`config.mk`:
```
export PLATFORM = sky130hd
export DESIGN_NAME = ast_top
export DESIGN_NICKNAME = d
export VERILOG_FILES = /design/src/logic/ast_top.v
export VERILOG_INCLUDE_DIRS = /design/src /design/src/logic
export SDC_FILE = /design/constraint.sdc
export NUM_CORES = 1
export LEC_CHECK = 0
export ABC_AREA = 0
export BUFFER_PORTS_ARGS = -buffer_cell sky130_fd_sc_hd__buf_2
export CORE_MARGIN = 2
export CORE_UTILIZATION = 33
export DETAILED_ROUTE_END_ITERATION = 8
export PLACE_DENSITY = 0.61
export SLEW_MARGIN = 20
export SYNTH_ARGS = -nofsm -noshare
export SYNTH_HDL_FRONTEND = slang
export SYNTH_SLANG_ARGS = --single-unit
```
`constraint.sdc`:
```
create_clock -name clk -period 4.8 [get_ports clk]
set_input_delay 0.96 -clock clk [delete_from_list [all_inputs] [get_ports clk]]
set_output_delay 0.96 -clock clk [all_outputs]
set_load 0.03 [all_outputs]
```
`src/logic/ast_regs.vh`:
```
// constants for the async serial transceiver: register indices, fields, frame timing
// assumes a 32-bit word bus where byte address = 4 * register index
//
// How it works
// - after a non-break framing error, act as if a stop bit came and restart.
// - force three one-valued start qualifiers so the next start is accepted at once.
// - after a break, a real high bit must be seen before any start.
// - transmit bit period is sixteen receiver sample ticks.
// - data register reads the receive holder and writes the transmit holder.
// - receive-full sets when a byte moves into the receive holder.
// - bits travel least significant first in both directions.
// - holder moves to shifter only after the current frame finishes.
// - word-length bit picks eight or nine data bits; reset leaves it.
// - ninth received bit in ctrl one bit 7, ninth sent bit in bit 6.
// - wake select chooses idle-line wake or address-bit wake; reset leaves it.
// - wake-up acts only while the sleep bit is set.
// - ctrl two enables gate the four sources onto one interrupt.
// - setting transmit enable from clear sends a preamble of ten or eleven ones.
// - clearing transmit enable mid-byte finishes the byte, then floats the pin.
// - clear then set mid-byte finishes the byte, then sends a new preamble.
// - receiver disable stops reception and inhibits all receive flags.
// - while asleep no receive flag is set except by the waking address byte, and set flags stay set.
// - idle wake clears sleep after ten or eleven ones; no sleep on idle line.
// - address wake clears sleep, stores the address byte, sets receive-full.
// - break sends zeros in whole frames, then at least one high bit.
// - receiver samples the line at sixteen times the bit rate.
// - bits sampled at ticks 8, 9, 10 with majority vote; disagreement is noise.
// - transmit-empty set by reset, cleared by status read then data write.
// - receive-full cleared by status read then data read; reset clears it.
`ifndef AST_REGS_VH
`define AST_REGS_VH

// ****************************************************
// register indices (byte address is four times these)
// ****************************************************
`define AST_IDX_BAUD      6'h0D
`define AST_IDX_CTRL_ONE  6'h0E
`define AST_IDX_CTRL_TWO  6'h0F
`define AST_IDX_STATUS    6'h10
`define AST_IDX_DATA      6'h11

// ****************************************************
// field positions
// ****************************************************
`define AST_C1_RX_NINE    7
`define AST_C1_TX_NINE    6
`define AST_C1_WORD9      4
`define AST_C1_WAKE_ADDR  3
`define AST_C2_TXE_IE     7
`define AST_C2_TXD_IE     6
`define AST_C2_RXF_IE     5
`define AST_C2_IDLE_IE    4
`define AST_C2_TX_ON      3
`define AST_C2_RX_ON      2
`define AST_C2_SLEEP      1
`define AST_C2_BREAK      0

// ****************************************************
// reset values and frame timing
// ****************************************************
`define AST_CTRL_TWO_RST  8'h00
`define AST_BAUD_RST      8'h00
`define AST_FRAME_8       4'hA
`define AST_FRAME_9       4'hB
`define AST_TICKS_PER_BIT 5'h10
`define AST_SMP_A         4'h8
`define AST_SMP_B         4'h9
`define AST_SMP_C         4'hA
`define AST_QUALIFIERS    2'h3

`endif

```
`src/logic/ast_top.v`:
```
// async serial transceiver: avalon-mm slave, 16x receiver, transmitter, flags
// assumes one clock, rx_pin asynchronous, tx pin resolved outside from oe

`include "ast_regs.vh"

module ast_top
#(
   parameter TICK_BASE = 16'h0001   // clocks per unit of the baud divider
)
(
   input  wire        clk,
   input  wire        rst_b,
   input  wire        ce,
   input  wire [7:0]  avs_address,
   input  wire        avs_read,
   input  wire        avs_write,
   input  wire [31:0] avs_writedata,
   input  wire [3:0]  avs_byteenable,
   output reg         avs_waitrequest,
   output reg  [31:0] avs_readdata,
   input  wire        rx_pin,
   output reg         tx_pin_o,
   output reg         tx_pin_oe,
   output reg         irq_r
);

   // ****************************************************
   // decode helpers
   // ****************************************************
   // prescaler code to divide factor
   function [3:0] presc_div;
      input [1:0] code;
      begin
         case (code)
            2'h0:    presc_div = 4'h1;
            2'h1:    presc_div = 4'h3;
            2'h2:    presc_div = 4'h4;
            default: presc_div = 4'hD;
         endcase
      end
   endfunction

   // majority of three
   function maj3;
      input a;
      input b;
      input c;
      begin
         maj3 = (a & b) | (a & c) | (b & c);
      end
   endfunction

   // ****************************************************
   // registers
   // ****************************************************
   reg  [7:0]  baud_r;
   reg  [7:0]  ctrl_two_r;
   reg         word9_r;        // not reset
   reg         wake_addr_r;    // not reset
   reg         tx_bit_nine_r;  // not reset
   reg         rx_bit_nine_r;  // not reset
   reg  [7:0]  rx_holding_r;   // not reset
   reg  [7:0]  tx_holding_r;   // not reset
   reg         tx_empty_r;
   reg         tx_done_r;
   reg         rx_full_r;
   reg         idle_r;
   reg         overrun_r;
   reg         noise_r;
   reg         fault_r;
   reg  [6:0]  arm_r;          // status bits seen set by a status read

   wire        tx_on      = ctrl_two_r[`AST_C2_TX_ON];
   wire        rx_on      = ctrl_two_r[`AST_C2_RX_ON];
   wire        rx_sleep   = ctrl_two_r[`AST_C2_SLEEP];
   wire        send_break = ctrl_two_r[`AST_C2_BREAK];
   wire [3:0]  frame_len  = word9_r ? `AST_FRAME_9 : `AST_FRAME_8;
   wire [7:0]  status     = {tx_empty_r, tx_done_r, rx_full_r, idle_r,
                             overrun_r, noise_r, fault_r, 1'b0};

   // ****************************************************
   // bus handshake
   // ****************************************************
   wire        req      = avs_read | avs_write;
   wire        accept   = req & ~avs_waitrequest;
   wire [5:0]  idx      = avs_address[7:2];
   wire        wr_lo    = accept & avs_write & avs_byteenable[0];
   wire        rd_acc   = accept & avs_read;
   wire        wr_data  = wr_lo & (idx == `AST_IDX_DATA);
   wire        rd_data  = rd_acc & (idx == `AST_IDX_DATA);
   wire        rd_stat  = rd_acc & (idx == `AST_IDX_STATUS);
   wire        wr_ctl2  = wr_lo & (idx == `AST_IDX_CTRL_TWO);
   reg  [7:0]  rd_mux;

   // read data selection, unmapped reads as zero
   always @*
   begin
      case (idx)
         `AST_IDX_BAUD:     rd_mux = baud_r;
         `AST_IDX_CTRL_ONE: rd_mux = {rx_bit_nine_r, tx_bit_nine_r, 1'b0, word9_r,
                                      wake_addr_r, 3'h0};
         `AST_IDX_CTRL_TWO: rd_mux = ctrl_two_r;
         `AST_IDX_STATUS:   rd_mux = status;
         `AST_IDX_DATA:     rd_mux = rx_holding_r;
         default:           rd_mux = 8'h00;
      endcase
   end

   // one wait cycle, then a single accept cycle
   always @(posedge clk or negedge rst_b)
   begin
      if (!rst_b)
      begin
         avs_waitrequest <= 1'b1;
         avs_readdata    <= 32'h00000000;
      end
      else if (ce)
      begin
         if (req & avs_waitrequest)
         begin
            avs_waitrequest <= 1'b0;
            avs_readdata    <= {24'h000000, rd_mux};
         end
         else
            avs_waitrequest <= 1'b1;
      end
   end

   // ****************************************************
   // baud tick: 16x sample tick and bit tick
   // ****************************************************
   reg  [15:0] div_cnt_r;
   reg  [3:0]  tx_sub_r;
   reg         smp_tick_r;
   wire [15:0] div_pre = {12'h000, presc_div(baud_r[5:4])} * {8'h00, (8'h01 << baud_r[2:0])};
   wire [15:0] div_lim = div_pre * TICK_BASE;
   wire        tx_bit_tick = smp_tick_r & (tx_sub_r == 4'hF);

   // sample tick every div_lim clocks; tx bit every 16 sample ticks
   always @(posedge clk or negedge rst_b)
   begin
      if (!rst_b)
      begin
         div_cnt_r  <= 16'h0000;
         tx_sub_r   <= 4'h0;
         smp_tick_r <= 1'b0;
      end
      else if (ce)
      begin
         smp_tick_r <= (div_cnt_r >= div_lim - 16'h0001);
         div_cnt_r  <= (div_cnt_r >= div_lim - 16'h0001) ? 16'h0000 : div_cnt_r + 16'h0001;
         if (smp_tick_r)
            tx_sub_r <= tx_sub_r + 4'h1;
      end
   end

   // ****************************************************
   // receiver
   // ****************************************************
   reg         rx_s1_r;
   reg         rx_s2_r;
   reg         rx_busy_r;
   reg  [3:0]  rt_r;
   reg  [3:0]  bit_r;
   reg  [1:0]  qual_r;
   reg  [1:0]  vhi_r;
   reg  [1:0]  smp_r;
   reg  [8:0]  shift_r;
   reg         noise_w_r;
   reg  [7:0]  quiet_cnt_r;
   reg         line_idle_r;
   reg         idle_allow_r;
   reg         rx_ev_r;        // frame finished this cycle
   reg         rx_stop_r;
   wire [7:0]  quiet_lim = {frame_len, 4'h0};
   wire [7:0]  rx_byte   = word9_r ? shift_r[7:0] : shift_r[8:1];
   wire        rx_msb    = word9_r ? shift_r[8] : shift_r[8];
   wire        vote      = maj3(smp_r[0], smp_r[1], rx_s2_r);
   // break: low stop vote and every data bit of this frame low (stale bit 0 ignored in 8-bit)
   wire        rx_brk    = ~vote & (rx_byte == 8'h00) & ~(word9_r & shift_r[8]);
   wire        quiet_hit = smp_tick_r & ~rx_busy_r & rx_s2_r & (quiet_cnt_r == quiet_lim - 8'h01);

   // sample engine: hunt, verify, vote per bit
   always @(posedge clk or negedge rst_b)
   begin
      if (!rst_b)
      begin
         rx_s1_r <= 1'b1; rx_s2_r <= 1'b1; rx_busy_r <= 1'b0; rt_r <= 4'h0;
         bit_r <= 4'h0; qual_r <= 2'h0; vhi_r <= 2'h0; smp_r <= 2'h0;
         shift_r <= 9'h000; noise_w_r <= 1'b0; rx_ev_r <= 1'b0; rx_stop_r <= 1'b1;
         quiet_cnt_r <= 8'h00; line_idle_r <= 1'b0;
      end
      else if (ce)
      begin
         rx_s1_r <= rx_pin;
         rx_s2_r <= rx_s1_r;
         rx_ev_r <= 1'b0;
         if (!rx_on)
         begin
            rx_busy_r <= 1'b0;
            qual_r    <= 2'h0;
         end
         else if (smp_tick_r)
         begin
            // idle line counter runs while hunting
            if (rx_busy_r | ~rx_s2_r)
            begin
               quiet_cnt_r <= 8'h00;
               line_idle_r <= 1'b0;
            end
            else if (quiet_hit)
               line_idle_r <= 1'b1;
            else if (!line_idle_r)
               quiet_cnt_r <= quiet_cnt_r + 8'h01;
            if (!rx_busy_r)
            begin
               if (rx_s2_r)
                  qual_r <= (qual_r == `AST_QUALIFIERS) ? qual_r : qual_r + 2'h1;
               else if (qual_r == `AST_QUALIFIERS)
               begin
                  rx_busy_r <= 1'b1;
                  rt_r      <= 4'h1;
                  bit_r     <= 4'h0;
                  vhi_r     <= 2'h0;
                  noise_w_r <= 1'b0;
               end
               else
                  qual_r <= 2'h0;
            end
            else
            begin
               rt_r <= rt_r + 4'h1;
               if (rt_r == 4'h0)
                  bit_r <= bit_r + 4'h1;
               // start edge verification samples
               if ((bit_r == 4'h0) && ((rt_r == 4'h3) || (rt_r == 4'h5)))
                  vhi_r <= vhi_r + {1'b0, rx_s2_r};
               if ((bit_r == 4'h0) && (rt_r == 4'h7))
               begin
                  if (vhi_r + {1'b0, rx_s2_r} >= 2'h2)
                  begin
                     rx_busy_r <= 1'b0;
                     qual_r    <= 2'h0;
                  end
                  else if (vhi_r != 2'h0 || rx_s2_r)
                     noise_w_r <= 1'b1;
               end
               if (rt_r == `AST_SMP_A)
                  smp_r[0] <= rx_s2_r;
               if (rt_r == `AST_SMP_B)
                  smp_r[1] <= rx_s2_r;
               if (rt_r == `AST_SMP_C)
               begin
                  if ((smp_r[0] != smp_r[1]) || (smp_r[1] != rx_s2_r))
                     noise_w_r <= 1'b1;
                  if ((bit_r != 4'h0) && (bit_r < frame_len - 4'h1))
                     shift_r <= {vote, shift_r[8:1]};
                  if (bit_r == frame_len - 4'h1)
                  begin
                     rx_busy_r <= 1'b0;
                     rx_ev_r   <= 1'b1;
                     rx_stop_r <= vote;
                     // good stop or framing slip: forced qualifiers; break: wait high
                     qual_r    <= rx_brk ? 2'h0 : `AST_QUALIFIERS;
                  end
               end
            end
         end
      end
   end

   // ****************************************************
   // transmitter
   // ****************************************************
   reg  [10:0] tx_shift_r;
   reg  [3:0]  tx_left_r;
   reg         pre_pend_r;
   reg         brk_tail_r;     // one high bit owed after a break
   reg         brk_pend_r;     // a break request seen, kept until a bit tick loads it or transmit is disabled
   wire        tx_busy = (tx_left_r != 4'h0);
   wire        brk_want = (send_break | brk_pend_r) & tx_on;
   wire        tx_rise = wr_ctl2 & avs_writedata[`AST_C2_TX_ON] & ~tx_on;

   // frame sequencer on the bit tick
   always @(posedge clk or negedge rst_b)
   begin
      if (!rst_b)
      begin
         tx_shift_r <= 11'h7FF;
         tx_left_r  <= 4'h0;
         pre_pend_r <= 1'b0;
         brk_tail_r <= 1'b0;
         brk_pend_r <= 1'b0;
         tx_pin_o   <= 1'b1;
         tx_pin_oe  <= 1'b0;
      end
      else if (ce)
      begin
         if (tx_rise)
            pre_pend_r <= 1'b1;
         tx_pin_oe <= tx_on | tx_busy;
         tx_pin_o  <= tx_busy ? tx_shift_r[0] : 1'b1;
         if (tx_bit_tick)
         begin
            if (tx_left_r > 4'h1)
            begin
               tx_shift_r <= {1'b1, tx_shift_r[10:1]};
               tx_left_r  <= tx_left_r - 4'h1;
            end
            else if (brk_want)
            begin
               tx_shift_r <= 11'h000;
               tx_left_r  <= frame_len;
               brk_tail_r <= 1'b1;
               brk_pend_r <= 1'b0;
            end
            else if (brk_tail_r)
            begin
               tx_shift_r <= 11'h7FF;
               tx_left_r  <= 4'h1;
               brk_tail_r <= 1'b0;
            end
            else if (tx_on & (pre_pend_r | tx_rise))
            begin
               tx_shift_r <= 11'h7FF;
               tx_left_r  <= frame_len;
               pre_pend_r <= 1'b0;
            end
            else if (tx_on & ~tx_empty_r)
            begin
               // start, data lsb first, ninth, stop
               tx_shift_r <= word9_r ? {1'b1, tx_bit_nine_r, tx_holding_r, 1'b0}
                                     : {2'h3, tx_holding_r, 1'b0};
               tx_left_r  <= frame_len;
            end
            else
               tx_left_r <= 4'h0;
         end
         // a short set-and-clear of send_break still owes one whole break frame
         if (wr_ctl2 & avs_writedata[`AST_C2_BREAK])
            brk_pend_r <= 1'b1;
         else if (!tx_on)
            brk_pend_r <= 1'b0;
      end
   end

   // ****************************************************
   // register writes and status flags
   // ****************************************************
   wire        load_tx   = tx_bit_tick & (tx_left_r <= 4'h1) & tx_on & ~brk_want
                           & ~brk_tail_r & ~(pre_pend_r | tx_rise) & ~tx_empty_r;
   wire        tx_end    = tx_bit_tick & (tx_left_r == 4'h1) & ~load_tx & ~brk_want
                           & ~brk_tail_r & ~(tx_on & (pre_pend_r | tx_rise));
   wire        flag_ok   = rx_on & ~rx_sleep;
   wire        addr_wake = rx_sleep & wake_addr_r & rx_msb;
   wire        rx_take   = rx_ev_r & rx_on & (flag_ok | addr_wake);
   wire        idle_wake = rx_on & rx_sleep & ~wake_addr_r & quiet_hit;
   wire        clr_rx    = rd_data;
   wire        clr_tx    = wr_data;

   // baud and control registers, flags; a set wins over a clear
   always @(posedge clk or negedge rst_b)
   begin
      if (!rst_b)
      begin
         baud_r <= `AST_BAUD_RST; ctrl_two_r <= `AST_CTRL_TWO_RST;
         tx_empty_r <= 1'b1; tx_done_r <= 1'b1;
         rx_full_r <= 1'b0; idle_r <= 1'b0; overrun_r <= 1'b0;
         noise_r <= 1'b0; fault_r <= 1'b0; arm_r <= 7'h00;
         idle_allow_r <= 1'b1; irq_r <= 1'b0;
      end
      else if (ce)
      begin
         if (wr_lo & (idx == `AST_IDX_BAUD))
            baud_r <= avs_writedata[7:0];
         if (wr_ctl2)
         begin
            ctrl_two_r <= avs_writedata[7:0];
            if (line_idle_r & ~wake_addr_r & ~rx_sleep)
               ctrl_two_r[`AST_C2_SLEEP] <= 1'b0;
         end
         else if (idle_wake | (rx_ev_r & addr_wake & rx_on))
            ctrl_two_r[`AST_C2_SLEEP] <= 1'b0;
         if (rd_stat)
            arm_r <= status[7:1];
         else if (clr_tx | clr_rx)
            arm_r <= 7'h00;
         // transmit side
         if (load_tx)
            tx_empty_r <= 1'b1;
         else if (clr_tx & arm_r[6])
            tx_empty_r <= 1'b0;
         if (tx_end)
            tx_done_r <= 1'b1;
         else if (clr_tx & arm_r[5])
            tx_done_r <= 1'b0;
         // receive side
         if (rx_take & ~rx_full_r)
         begin
            rx_full_r <= 1'b1;
            noise_r   <= noise_w_r;
            fault_r   <= ~rx_stop_r;
            idle_allow_r <= 1'b1;
         end
         else if (clr_rx & arm_r[4])
            rx_full_r <= 1'b0;
         if (rx_take & rx_full_r)
            overrun_r <= 1'b1;
         else if (clr_rx & arm_r[2])
            overrun_r <= 1'b0;
         if (clr_rx & arm_r[1] & ~(rx_take & ~rx_full_r))
            noise_r <= 1'b0;
         if (clr_rx & arm_r[0] & ~(rx_take & ~rx_full_r))
            fault_r <= 1'b0;
         if (quiet_hit & flag_ok & idle_allow_r)
         begin
            idle_r       <= 1'b1;
            idle_allow_r <= 1'b0;
         end
         else if (clr_rx & arm_r[3])
            idle_r <= 1'b0;
         irq_r <= (ctrl_two_r[`AST_C2_TXE_IE] & tx_empty_r)
                | (ctrl_two_r[`AST_C2_TXD_IE] & tx_done_r)
                | (ctrl_two_r[`AST_C2_RXF_IE] & (rx_full_r | overrun_r))
                | (ctrl_two_r[`AST_C2_IDLE_IE] & idle_r);
      end
   end

   // registers that reset leaves alone
   always @(posedge clk)
   begin
      if (ce)
      begin
         if (wr_lo & (idx == `AST_IDX_CTRL_ONE))
         begin
            tx_bit_nine_r <= avs_writedata[`AST_C1_TX_NINE];
            word9_r       <= avs_writedata[`AST_C1_WORD9];
            wake_addr_r   <= avs_writedata[`AST_C1_WAKE_ADDR];
         end
         if (wr_data)
            tx_holding_r <= avs_writedata[7:0];
         if (rx_take & ~rx_full_r)
         begin
            rx_holding_r  <= rx_byte;
            rx_bit_nine_r <= shift_r[8];
         end
      end
   end

endmodule // ast_top

```
==> metrics.md <==
| Metric | Value |
|---|---|
| Power Internal | about 2.3 mW |
| Routed WL | 19200 um |
| Worst Setup End Kind | flip-flop |
| Proportion of register bits with asynchronous set or reset after synthesis | 85.7% |
| IO buf count | 32 |
| Routability congestion estimate from global placement | 0.790 |
| Startpoint of the worst-slack reg-to-reg timing path | baud_r[2] |
| Sw Pwr | roughly 1 mW |
| Final worst hold slack | roughly 0.46 ns |
| Final routed DRC violation total | 0 |
| Largest fanout on the critical path | 5 |
| Relative slew margins | 33.9% |
| Top cells by area in the synthesized netlist | sky130_fd_sc_hd__dfrtp_1, sky130_fd_sc_hd__ha_1, sky130_fd_sc_hd__edfxtp_1 |
| Area share of the largest cell type after synthesis | 29.7% |
| Endpoint of the worst-slack reg-to-reg timing path | div_cnt_r[2] |
| Leak Pwr | 4.65 nW |
| Initial DRC count | 375 |
| Worst EP required | 5.08 ns |
| Antenna violations before repair | 1 |
| Sequential-to-total area share from yosys stat | around 43% |
| Detailed-routing iteration count for the pre-antenna-repair pass | 5 |
| Total I/O pin count | 86 |
| Cells after synthesis | between 800 and 900 |
| Worst slew pin tran | 0.987 ns |
| Most frequently used cell type in the post-synthesis netlist | sky130_fd_sc_hd__nand2_1 |
| Total power per unit cell area | 325 nW/um2 |
| Synth cell count leaders | sky130_fd_sc_hd__nand2_1, sky130_fd_sc_hd__dfrtp_1, sky130_fd_sc_hd__nor2_1, sky130_fd_sc_hd__inv_1, sky130_fd_sc_hd__ha_1 |
| Max-capacitance violation count | 0 |
| H-tree levels | 4 |
| Number of nets in the final layout | 1075 |
| Post-Route Skew | 0.0156 ns |
| Antenna fix cells | 0 |
| Final-layout setup total negative slack | -4.17 ns |
| Mean area per synthesized cell | 9.69 um2 |
| Post-synth EDFFs | 20 |
| Post-layout worst setup margin | -0.291 ns |
| Post-DR wirelength/cell | 14.8 um |
| Width of the chip | 165 um |
| Number of global-route vias before repair | 6446 |
| Die outline height | 165 um |
| Antenna violation net count after detailed routing | 0 |
| Critical path startpoint category | flip-flop |
| Row count | 58 |
| Critical path launch point | baud_r[2] |
| Total number of vias | approximately 6600 |
| Violated checks | setup timing |
| Class of the most critical setup path | reg2reg |
| Hold Crit Start | tx_sub_r[3] |
| Length in cells of the worst reg-to-reg path | 23 |
| Largest area contributor in the netlist | sky130_fd_sc_hd__dfrtp_1 |
| Status | complete, but fails checks |
| Share of layout cells above drive strength 1 | 22.1% |
| Synthesis-to-layout area growth | 20.1% |
| Fraction of power consumed by the clock network | 40.4% |
| Worst endpoint data arrival time | 5.37 ns |
| Final Cycle Share | 106% |
| Die Area | 27100 um2 |
| Post-detailed-route via-to-cell ratio | between 5 and 6 |
| TritonCTS clock tree | done |
| Proportion of power drawn by flip-flops and latches | 41.6% |
| Reg2Reg Setup Slack | -0.29 ns |
| Initial Util | 33.7% |
| Maximum number of pins on one net before global-route repair | 65 |
| Clock Latency Late Sink | 0.43 ns |
| Largest buffer count on any clock path | 2 |
| Placed wire-length estimate | approximately 14000 um |
| Standard cell core area | approximately 25000 um2 |
| Logic pwr share | 18.1% |
| Final setup viols | 17 |
| Clock transition at the registers of the reported paths | about 0.07 ns |
| First-pass GRT wire length | around 32000 um |
| Peak supply drop | 0.228 mV |
| Distinct cells, synth | 73 |
| Inserted Clock Buffers | 17 |
| Primary flip-flop cell chosen by synthesis mapping | sky130_fd_sc_hd__dfrtp_1 |
| Overall fraction of global-route tracks in use | between 15 and 20% |
| Overall power | 3.32 mW |
| Root Buffer | sky130_fd_sc_hd__clkbuf_16 |
| Count of clock tree sinks | 140 |
| Switching Fraction | 31.0% |
| Utilization after layout | 40.5% |
| Number of warnings printed during yosys synthesis | 0 |
| Aggregate global routing overflow | 0 |
| Total count of hold-check failures in the final report | 0 |
| Fin crit period | 5.09 ns |
| Critical path capture point | div_cnt_r[2] |
| Maximum frequency from static timing analysis | between 150 and 200 MHz |
| Unrepaired setup endpoints after global routing | yes |
| Total of flip-flops plus latches after synthesis | between 100 and 150 |
| Worst min path class | reg2reg |
| Pins over their slew limit | 0 |
| Cell area after synthesis | between 8000 and 9000 um2 |
final cells by class:
class | instances | area, um2
flip-flops and latches | 140 | 3630
repair buffers | 96 | 678
multi-input cells | 643 | 4660
clock inverters | 14 | 168
fillers | 2461 | 15000
inverters | 59 | 221
clock buffers | 18 | 450
well taps | 330 | 413
cell families (layout without fill, tap and decap cells):
family          count (synthesis)  count (layout)  synth area share, %
mux                            38              38                 4.93
fa+ha+maj                      68              68                 11.1
xor+xnor                       36              36                 3.70
simple gates                  307             307                 17.2
flops                         140             140                 42.6
compound gates                170             170                 13.9
other cells                     1              24               0.0441
buf+inv                       118             187                 6.40
timing repair:
action	CTS	global route
setup buffers	8	9
setup endpoints to repair	17	17
hold buffers	0	0
gates resized for setup	26	23
pin swaps	18	25
worst max-delay path, cell delays in order, from the launching register on:
cell and delay [ns]:
sky130_fd_sc_hd__dfrtp_2 0.46, sky130_fd_sc_hd__buf_4 0.16, sky130_fd_sc_hd__nor3_4 0.18, sky130_fd_sc_hd__nand2_2 0.09, sky130_fd_sc_hd__ha_4 0.22, sky130_fd_sc_hd__fa_1 0.48, sky130_fd_sc_hd__fa_1 0.53, sky130_fd_sc_hd__inv_2 0.05
sky130_fd_sc_hd__ha_4 0.23, sky130_fd_sc_hd__a21o_1 0.16, sky130_fd_sc_hd__a21o_1 0.19, sky130_fd_sc_hd__a21oi_4 0.16, sky130_fd_sc_hd__nor2b_4 0.06, sky130_fd_sc_hd__o2111a_1 0.26, sky130_fd_sc_hd__a311oi_2 0.25, sky130_fd_sc_hd__ha_1 0.22
sky130_fd_sc_hd__nand2_2 0.11, sky130_fd_sc_hd__o21a_1 0.23, sky130_fd_sc_hd__o31ai_4 0.07, sky130_fd_sc_hd__o211ai_1 0.13, sky130_fd_sc_hd__buf_4 0.16, sky130_fd_sc_hd__a211oi_4 0.34, sky130_fd_sc_hd__buf_4 0.18, sky130_fd_sc_hd__a211oi_2 0.04
power by group through the flow:
stage	Clock [mW]	Sequential, mW	Combinational, mW
after floorplan	0	1.40	0.379
after global placement	0	1.40	0.531
after detailed placement	0	1.40	0.543
after CTS	1.37	1.38	0.584
after global routing	1.43	1.39	0.676
final	1.34	1.38	0.600
worst min path at each step:
stage | end | slack [ns] | depth (start not counted)
after floorplan | tx_sub_r[3] | 0.43 | 1
after global placement | tx_sub_r[3] | 0.45 | 1
after detailed placement | tx_sub_r[3] | 0.46 | 1
after CTS | tx_sub_r[3] | 0.47 | 1
after global routing | tx_sub_r[3] | 0.48 | 1
final | tx_sub_r[3] | 0.46 | 1
registers in the layout, summed over array words and instances, names as in the netlist, 7 cells and up:
| name | flops |
|---|---|
| quiet_cnt_r | 8 |
| baud_r | 8 |
| tx_shift_r | 11 |
| ctrl_two_r | 8 |
| div_cnt_r | 16 |
| rx_holding_r | 8 |
| shift_r | 9 |
| tx_holding_r | 8 |
| avs_readdata | 8 |
| arm_r | 7 |
per-layer routing:
metal | vias to the layer above | global-route usage [%] | routed length (um)
met5 | - | 0 | 0
met4 | 0 | 3.87 | 329
met3 | 25 | 2.91 | 659
met2 | 114 | 24.9 | 9210
met1 | 3204 | 20.4 | 9050
li1 | 3215 | - | -
cell usage in the layout, fill, tap and decap left out, drive strengths merged, types with 20 or more instances in the layout:
master / instances
nand2: 104
dfrtp: 101
buf: 96
nor2: 76
inv: 67
ha: 55
o21ai: 34
nand3: 32
mux2: 31
a21oi: 30
xor2: 26
conb: 24
and3: 21
edfxtp: 20
through the flow:
stage          instance area [um2]  setup slack [ns]  instances
3_3_place_gp                  9300            -0.324       1252
3_5_place_dp                  9300            -0.322       1252
2_1_floorplan                 8710           0.00374        901
4_1_cts                      10100            -0.214       1291
6_report                     10200            -0.291       1300
5_1_grt                      10200            -0.535       1300
Note: power is estimated with default switching activity, not from simulation.
